===== src/verilog/dms_regs.vh =====
// Constants for the diagnostic mode selector and status lamp block.
`ifndef DMS_REGS_VH
`define DMS_REGS_VH
`define DMS_CODE_ECHO      5'h10
`define DMS_CODE_EXER_FMT  5'h1E
`define DMS_CODE_EXER      5'h1F
`define DMS_ERR_NONE       4'h0
`define DMS_ERR_OPERATOR   4'h1
`define DMS_ERR_IFCABLE    4'h3
`define DMS_ERR_DRVCABLE   4'h4
`define DMS_ERR_DENSITY    4'h5
`define DMS_ERR_SEEK       4'h6
`define DMS_ERR_DATACRC    4'h8
`define DMS_ERR_SECTOR     4'h9
`define DMS_ERR_READSIG    4'hA
`define DMS_ERR_RWCTRL     4'hB
`define DMS_ERR_MASTER     4'hC
`define DMS_ERR_DRIVE      4'hD
`define DMS_ERR_PATTERN    4'hE
`define DMS_ERR_WRITE      4'hF
`define DMS_DENS_NONE      2'h0
`define DMS_DENS_SINGLE    2'h1
`define DMS_DENS_DOUBLE    2'h2
`define DMS_RST_LAMPS      8'h00
`define DMS_RST_DRIVES     2'h0
`define DMS_ERR_HOSTPAR    4'hE
`define DMS_SYNC_SETTLE    2'h2
`endif

===== src/verilog/dms_diag_selector.v =====
// Diagnostic mode selector, sequencing and indicator lamp driver.
`timescale 1ns/1ps
`include "dms_regs.vh"
module dms_diag_selector
(
    input  wire       clk,
    input  wire       rst_b,
    input  wire [7:0] switchBank,
    input  wire       selfTestDone,
    input  wire       selfTestFail,
    input  wire [3:0] selfTestCode,
    input  wire       routineDone,
    input  wire       routineFail,
    input  wire [3:0] routineCode,
    input  wire       hostIfError,
    input  wire       writeActive,
    input  wire       readActive,
    input  wire [1:0] densityState,
    output reg        normalMode,
    output reg  [4:0] testCode,
    output reg        driveSelect,
    output reg        driveSwapEnable,
    output reg        selfTestRun,
    output reg        routineRun,
    output reg        halted,
    output reg  [3:0] haltCode,
    output reg        runLamp,
    output reg  [7:0] lamps,
    output reg  [1:0] driveActivity
);
    // Power-up order is sample, then normal operation, or sample, self-test, routine, with a halt after a self-test or routine failure.
    localparam ST_SAMPLE = 3'd0;
    localparam ST_SELF   = 3'd1;
    localparam ST_ROUT   = 3'd2;
    localparam ST_HALT   = 3'd3;
    localparam ST_NORMAL = 3'd4;

    // Switch bank is asynchronous to clk, so each bit is double registered.
    wire [7:0] swSync;
    reg  [2:0] state;
    reg        twoDrives;
    reg        selfFailed;
    reg        swSettled;
    reg  [7:0] next_lamps;
    reg  [1:0] next_driveActivity;
    reg  [1:0] settleCount;

    // Exerciser codes treat switch eight as a drive count.
    function isExerciser;
        input [4:0] code;
        begin
            isExerciser = (code == `DMS_CODE_EXER_FMT) || (code == `DMS_CODE_EXER);
        end
    endfunction

    // One-hot activity lamp pattern for the selected drive.
    function [1:0] driveMask;
        input sel;
        input on;
        begin
            driveMask = {sel & on, ~sel & on};
        end
    endfunction

    // Each switch passes two flip-flops before any logic reads it.
    genvar swIdx;
    generate
        for (swIdx = 0; swIdx < 8; swIdx = swIdx + 1)
        begin : gSwSync
            reg swMeta;
            reg swStage;

            always @(posedge clk or negedge rst_b)
            begin
                if (!rst_b)
                begin
                    swMeta <= 1'b0;
                    swStage <= 1'b0;
                end
                else
                begin
                    swMeta <= switchBank[swIdx];
                    swStage <= swMeta;
                end
            end

            assign swSync[swIdx] = swStage;
        end
    endgenerate

    // The bank is read only after both stages hold a real switch value.
    always @(posedge clk or negedge rst_b)
    begin
        if (!rst_b)
        begin
            settleCount <= 2'h0;
        end
        else if (settleCount != `DMS_SYNC_SETTLE)
        begin
            settleCount <= settleCount + 2'h1;
        end
    end

    always @*
    begin
        swSettled = (settleCount == `DMS_SYNC_SETTLE);
    end

    always @(posedge clk or negedge rst_b)
    begin
        if (!rst_b)
        begin
            state <= ST_SAMPLE;
            normalMode <= 1'b0;
            testCode <= 5'h00;
            driveSelect <= 1'b0;
            twoDrives <= 1'b0;
            driveSwapEnable <= 1'b0;
            selfTestRun <= 1'b0;
            routineRun <= 1'b0;
            halted <= 1'b0;
            haltCode <= `DMS_ERR_NONE;
            selfFailed <= 1'b0;
            runLamp <= 1'b0;
        end
        else
        begin
            case (state)
                ST_SAMPLE:
                begin
                    // Selection is taken once after power-up only.
                    if (swSettled)
                    begin
                        testCode <= swSync[7:3];
                        runLamp <= 1'b1;
                        if (swSync[7:5] == 3'b000)
                        begin
                            normalMode <= 1'b1;
                            driveSwapEnable <= swSync[3];
                            state <= ST_NORMAL;
                        end
                        else
                        begin
                            driveSwapEnable <= 1'b0;
                            twoDrives <= isExerciser(swSync[7:3]) & swSync[0];
                            // Two-drive exerciser starts on drive one.
                            driveSelect <= swSync[0];
                            selfTestRun <= 1'b1;
                            state <= ST_SELF;
                        end
                    end
                end
                ST_SELF:
                begin
                    if (selfTestFail)
                    begin
                        selfTestRun <= 1'b0;
                        selfFailed <= 1'b1;
                        haltCode <= selfTestCode;
                        halted <= 1'b1;
                        runLamp <= 1'b0;
                        state <= ST_HALT;
                    end
                    else if (selfTestDone)
                    begin
                        selfTestRun <= 1'b0;
                        routineRun <= 1'b1;
                        state <= ST_ROUT;
                    end
                end
                ST_ROUT:
                begin
                    // A failure wins over a done pulse in the same cycle.
                    if (routineFail)
                    begin
                        routineRun <= 1'b0;
                        haltCode <= routineCode;
                        halted <= 1'b1;
                        runLamp <= 1'b0;
                        state <= ST_HALT;
                    end
                    else if (routineDone && twoDrives)
                    begin
                        driveSelect <= ~driveSelect;
                    end
                end
                ST_HALT:
                begin
                    // Only a power cycle leaves the halt, so switch changes are ignored.
                    state <= ST_HALT;
                end
                ST_NORMAL:
                begin
                    // Host errors belong to normal operation only.
                    if (hostIfError)
                    begin
                        haltCode <= `DMS_ERR_HOSTPAR;
                    end
                end
                default:
                begin
                    state <= ST_SAMPLE;
                end
            endcase
        end
    end

    // Lamps are a registered copy of the pattern that the current state asks for.
    always @*
    begin
        next_lamps = `DMS_RST_LAMPS;
        case (state)
            ST_SELF:
            begin
                next_lamps[7] = 1'b1;
                next_lamps[6] = 1'b1;
            end
            ST_ROUT:
            begin
                if (testCode == `DMS_CODE_ECHO)
                begin
                    next_lamps = swSync;
                end
                else
                begin
                    next_lamps[7:6] = 2'b00;
                    next_lamps[5] = writeActive;
                    next_lamps[4] = readActive;
                    next_lamps[3] = densityState == `DMS_DENS_DOUBLE;
                    next_lamps[2] = densityState == `DMS_DENS_SINGLE;
                    next_lamps[0] = driveSelect;
                end
            end
            ST_HALT:
            begin
                next_lamps[6] = selfFailed;
                next_lamps[3:0] = haltCode;
            end
            ST_NORMAL:
            begin
                next_lamps[7] = 1'b1;
                next_lamps[5] = writeActive;
                next_lamps[4] = readActive;
                next_lamps[3:0] = haltCode;
            end
            default:
            begin
                next_lamps = `DMS_RST_LAMPS;
            end
        endcase
    end

    always @(posedge clk or negedge rst_b)
    begin
        if (!rst_b)
        begin
            lamps <= `DMS_RST_LAMPS;
        end
        else
        begin
            lamps <= next_lamps;
        end
    end

    // Only the selected drive shows activity; a routine failure leaves it lit.
    always @*
    begin
        next_driveActivity = `DMS_RST_DRIVES;
        case (state)
            ST_ROUT:
            begin
                if (routineFail)
                begin
                    next_driveActivity = driveMask(driveSelect, 1'b1);
                end
                else
                begin
                    next_driveActivity = driveMask(driveSelect, writeActive | readActive);
                end
            end
            ST_HALT:
            begin
                next_driveActivity = driveActivity;
            end
            default:
            begin
                next_driveActivity = `DMS_RST_DRIVES;
            end
        endcase
    end

    // Activity lamps are registered like the indicator lamps.
    always @(posedge clk or negedge rst_b)
    begin
        if (!rst_b)
        begin
            driveActivity <= `DMS_RST_DRIVES;
        end
        else
        begin
            driveActivity <= next_driveActivity;
        end
    end
endmodule


===== config.mk =====
export PLATFORM = sky130hd
export DESIGN_NAME = dms_diag_selector
export DESIGN_NICKNAME = d
export VERILOG_FILES = /design/src/verilog/dms_diag_selector.v
export VERILOG_INCLUDE_DIRS = /design/src /design/src/verilog
export SDC_FILE = /design/constraint.sdc
export NUM_CORES = 1
export LEC_CHECK = 0
export BUFFER_PORTS_ARGS = -buffer_cell sky130_fd_sc_hd__buf_2
export CORE_MARGIN = 2
export CORE_UTILIZATION = 30
export DETAILED_ROUTE_END_ITERATION = 6
export GPL_ROUTABILITY_DRIVEN = 0
export HOLD_SLACK_MARGIN = 0.08
export MAX_ROUTING_LAYER = met4
export PLACE_DENSITY_LB_ADDON = 0.12
export SLEW_MARGIN = 0
export SYNTH_ARGS = -nofsm -noshare
export SYNTH_HDL_FRONTEND = slang
export SYNTH_SLANG_ARGS = --single-unit

===== constraint.sdc =====
create_clock -name clk -period 1.5 [get_ports clk]
set_input_delay 0.225 -clock clk [delete_from_list [all_inputs] [get_ports clk]]
set_output_delay 0.225 -clock clk [all_outputs]
set_load 0.005 [all_outputs]

-- After elaboration in Yosys (flattened, before gate mapping)
Index checks and enable logic that the tools add are counted.
- memories: 0
- bits in latches: 0
- bits in registers: 49
- output and inout bits: 26
- bits of input ports: 27
- ROM bits: 0
- word-level logic and storage cells: 122
- RAM bits: 0
- multipliers: 0
- reduce and logical (&&, ||, !) cells: 22
- muxes and demuxes: 40
- add/sub/neg operators: 1
- shift operators: 0
- equal/unequal tests: 21
- bitwise gates (word level): 7
- order comparisons: 0
- div/mod/pow operators: 0
- operators by type and width (cell ; number):
    $ne A2 B2 Y1 const B ; 10
    $reduce_and A4 Y1 ; 5
    $mux W1 ; 18
    $eq A5 B5 Y1 const B ; 3
    $mux W3 ; 5
    $pmux W3 S5 ; 1
    $mux W4 ; 3
    $pmux W4 S3 ; 1
    $pmux W1 S2 ; 5
    $reduce_and A3 Y1 ; 3
    $pmux W2 S2 ; 2
    $pmux W4 S2 ; 1
    $eq A3 B2 Y1 const B ; 2
    $logic_not A3 Y1 ; 2
    $mux W6 ; 1
    $pmux W1 S3 ; 2
    $reduce_bool A2 Y1 ; 3
    $reduce_bool A3 Y1 ; 2
    $reduce_and A5 Y1 ; 1
    $eq A2 B2 Y1 const B ; 2
    $reduce_and A2 Y1 ; 2
    $reduce_or A2 Y1 ; 2
    $and A1 B1 Y1 ; 3
    $eq A3 B1 Y1 const B ; 1
    9 further kinds ; 11

-- Depth between registers and ports, before layout
Gate-level depths: netlist (run 1).
- depth in word-level cells: 4
- gate-level depth with buffers: 7
- gate-level depth less buffers: 6

-- Worst setup path after synthesis (run 1)
OpenSTA, ideal clock, no wires.
- path kind: reg2reg
- start: register state[0]
- end: register haltCode[0]
- setup slack: 53 ps
- path buffers: 1
- stages on the path, launching flop included: 6
- arrival time: 1321 ps
- period minus slack after synthesis: 1447 ps
- setup time: 125 ps
- required time: 1375 ps
- path through: dfrtp_1 buf_4 and2_4 a32oi_2 o21a_4 mux2_4
- longest elaborated chain between the ends: 3
- elaborated cells on any way between the ends: 9
- those cells by class: 6 x eq/ne; 1 x mux; 2 x reduce/logical
- ends and longest elaborated chain (what ; line ; text):
    start, declared ; dms_diag_selector.v:40 ; reg [2:0] state;
    start signal, assigned ; dms_diag_selector.v:113 ; state <= ST_SAMPLE;
    start signal, assigned ; dms_diag_selector.v:140 ; state <= ST_NORMAL;
    start signal, assigned ; dms_diag_selector.v:149 ; state <= ST_SELF;
    $eq A3 B3 Y1, or another cell as far along ; dms_diag_selector.v:128 ; case (state)
    $ne A2 B2 Y1 (no line) or $reduce_bool A3 Y1 (tied branches) ; -- ;
    $reduce_and A4 Y1 (no line) ; -- ;
    end signal, assigned ; dms_diag_selector.v:122 ; haltCode <= `DMS_ERR_NONE;
    end signal, assigned ; dms_diag_selector.v:159 ; haltCode <= selfTestCode;
    end signal, assigned ; dms_diag_selector.v:177 ; haltCode <= routineCode;
    end, declared ; dms_diag_selector.v:26 ; output reg [3:0] haltCode,
Parallel ways exist; a longest one is shown, timed or not.
A chain may end at the register's enable or synchronous reset.

-- Final worst setup path (run 1)
- start: register state[0]
- end: register haltCode[2]
Same word-level chain as after synthesis.

==> impl_metrics.ini, run 1 <==
[run_status]
status = completed

[worst_setup_path]
cp-end-kind = flop
path_delay_family = compound AO/OA/AOI/OAI gates
arrival_ps = 1710
crit_path_max_incr_delay_ps = 420
crit_buf_inv = 0
required_ps = 1710
worstSetupStartpointType = flop
path_class = flop to flop
crit_chain = and2b_1 > a32oi_2 > o21a_4 > mux2_4
crit_fanout = 5
crit_path_top_delay_cell = dfrtp_2

[place]
post_dp_cell_area_mm2 = 0.00255
dp.final_hpwl_mm = 3.71
io_buffers = 52
dp_slack_ps = -32.8

[sta]
tightest_slew_ps = 383
skew_ps = 8.02
setup_ws_ps = 1.37
slew_viol_final = 0
clock.fmax_mhz = 667
finalSetupViolCount = 0
rsz0062_at_grt = true
slew_headroom_pct = 74.3
hold_violations = 0
final.setup.tns_ps = 0
timing.final.crit_share_pct = 99.9
layout_min_cycle_time_ps = 1500
holdWs_ps = 171

[synth]
yosysWarnings = 0
syn_area_mm2 = 0.00204
synth-edff-count = 0
syn_avg_cell_area_um2 = 11.3
synthTopCellsByArea = dfrtp_1 60%, nand2_1 4.6%, mux2_4 2.9%
synth_area_leader_cell = dfrtp_1
ys.flop_type = dfrtp_1
synth_top_area_share_pct = 60.1
synth.distinct_cells = 47
ys_ff_latch = 49
synth_cells = 180
synth-seq-area-share_pct = 60.1
async_reset_ff_share_pct = 100
synth_nets = 208

[layout]
drive_above_1_share_pct = 42.4
final_nets = 298
postLayoutCellArea_mm2 = 0.00283
diodes = 0
syn_to_final_growth_pct = 38.9
postLayoutCoreUtil_pct = 42.4

[pwr]
ir_drop_uv = 494
power_per_cell_area_mw_per_mm2 = 827
p_leak_nw = 1.48

[clock_tree]
cts_buffers = 5
htree_levels = 2
clock-sinks = 49
cts_tree = done
clock_latency_ps = 310
clock-root-buffer = clkbuf_8
cts_buffer_depth = 2
path_clk_slew_ps = 100

[detailed_routing]
num_vias = 1656
drt_first_pass_iters = 4
routed_via_density = 4.72
ant_nets = 0
first_iter_violations = 97
wl_mm = 5.18
route.detailed.drc = 0
wire_per_inst_um = 14.8

[grt]
groute.usage.overall_pct = 14.9
first_global_vias = 1681
antenna_found_initial = 0
grt_max_degree = 50
grt-ovfl-total = 0
grt_pass1_wl_mm = 8.37

[floorplanning]
coreArea_mm2 = 0.00668
placementRows = 30
die_y_um = 86.5
die_w_um = 86.5
boundaryPins = 53
dieArea_mm2 = 0.00747
initial_core_util_pct = 30.5

[worst_hold_path]
min_path_type = primary input to flop

[flow_run]
drv_cap = 0
==> where the power goes <==
part / leakage (nW) / internal, mW / switching (mW) / total, mW
clock network: 0.0506 / 0.349 / 0.489 / 0.838
logic: 0.817 / 0.0712 / 0.0653 / 0.136
registers: 0.611 / 1.35 / 0.0201 / 1.37
==> final cells by class <==
| class | count | area (um^2) |
|---|---|---|
| timing repair buffer | 91 | 601 |
| multi-input combinational | 115 | 776 |
| inverter | 8 | 30.0 |
| clock buffer | 5 | 68.8 |
| fill | 674 | 3850 |
| sequential | 49 | 1230 |
| clock inverter | 3 | 28.8 |
| tap | 80 | 100 |
==> what timing repair did <==
action | 4_1_cts | 5_1_grt
resized for setup | 1 | 14
hold buffers | 9 | 0
hold endpoints to repair | 57 | 0
pin swaps | 1 | 2
buffers inserted | 0 | 6
endpoints found under the setup margin | 5 | 10
==> placed cells by master, fill, tap and decap left out, types with 6 or more instances in the layout <==
cell type,instances
buf_2,52
nand2_1,24
buf_4,27
dfrtp_1,47
inv_1,6
dlygate4sd3_1,9
nor2_1,10
nand3_1,7
o21ai_0,11
==> tightest hold or removal path, stage by stage <==
cell     delay [ps]
buf_2           110
nand2_1          50
a31oi_1          70
==> metal layers <==
layer | track usage (%) | vias to the layer above | share of wire (%)
met3 | 4.57 | 7 | 4.0
met1 | 19.9 | 806 | 45
met4 | 2.70 | 0 | 1.1
li1 | - | 804 | -
met5 | - | - | 0
met2 | 22.9 | 39 | 50
==> kinds of logic (layout without fill, tap and decap cells) <==
family | after synthesis | count (layout) | share of synthesized area, %
AOI/OAI and AO/OA | 39 | 39 | 13.5
muxes | 7 | 7 | 4.42
adders and majority gates | 1 | 1 | 0.613
and+or+nand+nor | 67 | 67 | 16.7
DFF | 49 | 49 | 60.1
xor gates and xnor gates | 1 | 1 | 0.430
buffers and inverters | 16 | 107 | 4.23
==> worst paths after layout <==
check | cells past startpoint | endpoint | from | slack [ps]
setup / recovery | 4 | haltCode[2] | state[0] | 1
hold / removal | 3 | lamps[4] | readActive | 170
setup reg to reg | 4 | haltCode[2] | state[0] | 1
hold reg to reg | 0 | gSwSync[4].swStage | gSwSync[4].swMeta | 360
max in group asynchronous | 3 | state[2] | rst_b | 830
min in group asynchronous | 3 | driveActivity[1] | rst_b | 420
==> state kept, by name (all words and copies together), names as in the netlist, 2 cells and up <==
| name | cells |
|---|---|
| gSwSync.swMeta | 8 |
| gSwSync.swStage | 8 |
| haltCode | 4 |
| settleCount | 2 |
| state | 3 |
| lamps | 8 |
| driveActivity | 2 |
| testCode | 5 |
==> cells in the mapped netlist, drive strengths merged, types with 3 or more instances <==
cell type  instances
inv                8
nand2             25
nor3               3
mux2               4
nand3              9
and3               5
a21oi              5
mux2i              3
nor2              12
a31oi              4
o21ai             12
o32ai              3
buf                7
dfrtp             49
==> through the flow <==
stage	power [mW]	std cells
floorplan	1.42	180
global placement	1.52	328
detailed placement	1.52	328
CTS	2.39	345
global route	2.47	351
finish	2.34	351
Power figures use the tool's default switching activity.
==> run 2: changes to the inputs <==
- CORE_UTILIZATION: 30 -> 47
==> impl_metrics.ini, run 2 (same netlist as run 1, synthesis figures left out) <==
[pwr]
sw_frac_of_total_pct = 21.0
p_seq_share_pct = 55.0
p_leak_nw = 1.44
clock_power_share_pct = 39.5
ir_drop_uv = 700
internal_power_mw = 1.96
power_mw = 2.48
comb_power_share_pct = 5.5
p_sw_mw = 0.520
power_per_cell_area_mw_per_mm2 = 892

[worst_setup_path]
path_class = flop to flop
reg2reg_from = state[0]
reg2reg_depth = 4
reg2reg_to = haltCode[1]
crit_path_end = haltCode[1]
r2r_slack_ps = -20
startpoint = state[0]
worstSetupStartpointType = flop
crit_fanout = 4
arrival_ps = 1720
required_ps = 1690
cp-end-kind = flop

[clock_tree]
htree_levels = 2
path_clk_slew_ps = 90
clock-root-buffer = clkbuf_8
clock_latency_ps = 300
clock-sinks = 49
cts_buffers = 5
cts_tree = done
cts_buffer_depth = 2

[detailed_routing]
wl_mm = 4.95
num_vias = 1650
wire_per_inst_um = 15.9
routed_via_density = 5.31
first_iter_violations = 80
drt_first_pass_iters = 4
route.detailed.drc = 0
ant_nets = 0

[layout]
drive_above_1_share_pct = 39.8
fillers = 325
mostFrequentLayoutCell = buf_2
syn_to_final_growth_pct = 36.3
diodes = 0
regArea_mm2 = 0.00123
top_regs = gSwSync.swMeta (8), gSwSync.swStage (8), lamps (8)
postLayoutCoreUtil_pct = 68.0
layout.cells.most_common_list = 52 x buf_2, 48 x dfrtp_1, 24 x nand2_1, 15 x buf_4
final_nets = 288
multi_input_comb_area_um2 = 790

[sta]
clock.fmax_mhz = 656
layout_min_cycle_time_ps = 1520
timing.final.crit_share_pct = 102
skew_ps = 10.6
holdWs_ps = 202
tightest_slew_ps = 500
hold_violations = 0
slew_headroom_pct = 66.7
setup_ws_ps = -23.9
rsz0062_at_grt = true
slew_viol_final = 0
finalSetupViolCount = 4

[grt]
grt_max_degree = 31
antenna_found_initial = 0
groute.usage.overall_pct = 21.0
grt-ovfl-total = 0
first_global_vias = 1651
grt_pass1_wl_mm = 7.73

[floorplanning]
die_w_um = 69.9
die_y_um = 69.9
initial_core_util_pct = 49.9
coreArea_mm2 = 0.00409
dieArea_mm2 = 0.00488
boundaryPins = 53
placementRows = 23

[place]
io_buffers = 52
dp_slack_ps = 6.13
dp.final_hpwl_mm = 3.48

[run_status]
status = finished with violations
violations = setup timing

[worst_hold_path]
min_path_type = primary input to flop

[flow_run]
drv_cap = 0
==> run 2: power by group through the flow <==
stage / clock (mW) / sequential [mW] / combinational (mW)
after floorplan: 0 / 1.39 / 0.0282
after global placement: 0 / 1.39 / 0.111
after detailed placement: 0 / 1.39 / 0.115
after CTS: 1.00 / 1.37 / 0.134
after global routing: 1.06 / 1.37 / 0.152
final: 0.979 / 1.37 / 0.135
==> run 2: worst min-delay path by stage <==
stage,startpoint,to,slack (ps),cells after the start
2_1_floorplan,rst_b,driveActivity[0],-70,0
3_3_place_gp,rst_b,driveActivity[1],200,1
3_5_place_dp,rst_b,driveActivity[0],220,1
4_1_cts,readActive,lamps[4],200,3
5_1_grt,readActive,lamps[4],220,3
6_report,readActive,lamps[4],200,3
==> run 2: layer usage <==
metal  part of all wire, %  up-vias  wire length (um)  global-route usage, %
met1                    42      802              2090                   26.5
li1                      -      789                 -                      -
met4                   1.3        0                63                   7.05
met2                    51       53              2510                   33.2
met5                     0        -                 0                      -
met3                   5.7        6               284                   5.48
==> run 2: timing repair <==
item | CTS | global route
gates resized for setup | 1 | 19
endpoints found under the hold margin | 27 | 0
pin swaps | 1 | 8
hold buffers | 9 | 0
gates cloned | 0 | 1
endpoints found under the setup margin | 3 | 14
buffers inserted | 0 | 4
==> run 2: final cells by class <==
| cell class | count | share of cell area [%] |
|---|---|---|
| Timing Repair Buffer | 81 | 19.8 |
| Multi-Input combinational cell | 115 | 28.4 |
| Sequential cell | 49 | 44.1 |
| Tap cell | 50 | 2.25 |
| Clock inverter | 2 | 1.35 |
| Inverter | 8 | 1.08 |
| Clock buffer | 6 | 2.97 |
==> run 2: metrics by stage <==
| stage | TNS, ps | instance area (um^2) | cells |
|---|---|---|---|
| global placement | 0 | 2440 | 289 |
| finish | -69.0 | 2780 | 311 |
| CTS | 0 | 2660 | 306 |
| detailed placement | 0 | 2440 | 289 |
| floorplan | 0 | 2040 | 180 |
| global route | -199 | 2780 | 311 |
==> run 2: critical path, cell delays in order, from the launching register on <==
cell	delay, ps
dfrtp_1	420
and2b_1	220
a32oi_2	250
o21a_4	220
mux2_4	310
==> run 3: changes to the inputs <==
--- a/constraint.sdc
+++ b/constraint.sdc
@@ -3,2 +3,2 @@
 set_output_delay 0.225 -clock clk [all_outputs]
-set_load 0.005 [all_outputs]
+set_load 0.1 [all_outputs]
==> impl_metrics.ini, run 3 (same netlist as run 1, synthesis figures left out) <==
[clock_tree]
clock-root-buffer = clkbuf_8
htree_levels = 2
clock-sinks = 49
cts_buffer_depth = 2
path_clk_slew_ps = 90
cts_tree = done
cts_buffers = 5
clock_latency_ps = 300

[pwr]
p_leak_nw = 1.43
power_mw = 2.64
ir_drop_uv = 582
power_per_cell_area_mw_per_mm2 = 957

[sta]
slew_headroom_pct = 67.3
hold_violations = 0
slew_viol_final = 0
skew_ps = 10.2
tightest_slew_ps = 493
rsz0062_at_grt = true
timing.final.crit_share_pct = 99.8
clock.fmax_mhz = 668
finalSetupViolCount = 0
layout_min_cycle_time_ps = 1500

[detailed_routing]
ant_nets = 0
routed_via_density = 5.49
wl_mm = 4.79
first_iter_violations = 49
num_vias = 1690
wire_per_inst_um = 15.5
drt_first_pass_iters = 4
route.detailed.drc = 0

[place]
io_buffers = 52
post_dp_cell_area_mm2 = 0.00248
dp.final_hpwl_mm = 3.55

[worst_hold_path]
min_path_type = primary input to flop

[worst_setup_path]
crit_path_top_delay_cell = dfrtp_1
worstSetupStartpointType = flop
crit_path_max_incr_delay_ps = 420
path_class = flop to flop
cp-end-kind = flop
arrival_ps = 1690
crit_buf_inv = 0
path_delay_family = compound AO/OA/AOI/OAI gates
required_ps = 1690
crit_fanout = 5
crit_chain = and2b_1 > a32oi_2 > o21a_4 > mux2_4

[layout]
layout.cells.most_common_list = 51 x buf_2, 42 x dfrtp_1, 25 x nand2_1, 15 x buf_4, 11 x nor2_1
fillers = 328
diodes = 0
top_regs = gSwSync.swMeta (8), gSwSync.swStage (8), lamps (8)
final_nets = 285
mostFrequentLayoutCell = buf_2
syn_to_final_growth_pct = 35.5
postLayoutCellArea_mm2 = 0.00276
drive_above_1_share_pct = 41.1

[run_status]
status = completed

[grt]
antenna_found_initial = 0
grt_max_degree = 50
groute.usage.overall_pct = 22.0
first_global_vias = 1765
grt-ovfl-total = 0
grt_pass1_wl_mm = 8.25

[floorplanning]
die_y_um = 69.9
coreArea_mm2 = 0.00409
dieArea_mm2 = 0.00488
initial_core_util_pct = 49.9
placementRows = 23
boundaryPins = 53
die_w_um = 69.9

[flow_run]
drv_cap = 0
## run 3: cell types whose count changed in the layout (fill, tap and decap cells not counted), sizes merged
cell      change
clkbuf        -1
bufinv        +1
clkinv        +1
buf           -3
clkinvlp      -1
## run 3: timing repair
action	4_1_cts	5_1_grt
resized for setup	2	12
buffers inserted	0	0
hold buffers	9	0
hold endpoints to repair	57	0
endpoints found under the setup margin	6	18
pin swaps	2	3
## run 3: cell type report
type | instances | area, um^2 | area share, %
Clock inverter | 3 | 65.1 | 2.36
Clock buffer | 5 | 68.8 | 2.49
Inverter | 8 | 30.0 | 1.09
Tap cell | 50 | 62.6 | 2.26
Multi-Input combinational cell | 115 | 788 | 28.5
Timing Repair Buffer | 78 | 505 | 18.3
Sequential cell | 49 | 1240 | 45.0
## run 3: where the power goes
| part | total [mW] | switching (mW) | leakage [nW] | internal [mW] |
|---|---|---|---|---|
| Clock | 1.09 | 0.432 | 0.0681 | 0.662 |
| Sequential | 1.37 | 0.0193 | 0.601 | 1.35 |
| Combinational | 0.183 | 0.114 | 0.758 | 0.0695 |
## run 3: per-layer routing
metal | track usage (%) | wire length (um) | vias to the layer above
li1 | - | - | 780
met1 | 26.1 | 1970 | 835
met2 | 36.4 | 2480 | 64
met3 | 5.63 | 238 | 11
met4 | 8.12 | 101 | 0
met5 | - | 0 | -
## run 3: tightest hold or removal path, stage by stage
cell and delay, ps:
buf_2 110, nand2_1 50, a31oi_1 80
## run 3: path summary, 6_finish.rpt
path,start,end,slack [ps],cells past startpoint
hold reg to reg,gSwSync[7].swMeta,gSwSync[7].swStage,360,0
setup reg to reg,state[0],haltCode[2],3,4
hold / removal,writeActive,lamps[5],200,3
setup / recovery,state[0],haltCode[2],3,4
min in group asynchronous,rst_b,driveActivity[0],420,3
max in group asynchronous,rst_b,testCode[1],820,3
## run 3: metrics by stage
step | worst slack, ps | instances | hold WS (ps) | setup TNS [ps] | util [%]
2_1_floorplan | -73.7 | 180 | -70.6 | -200 | -
3_3_place_gp | 32.8 | 291 | 225 | 0 | 60.7
3_5_place_dp | 5.13 | 291 | 230 | 0 | 60.7
4_1_cts | 6.65 | 308 | 173 | 0 | 66.4
5_1_grt | -67.7 | 308 | 204 | -337 | 67.6
6_report | 2.73 | 308 | 197 | 0 | 67.6
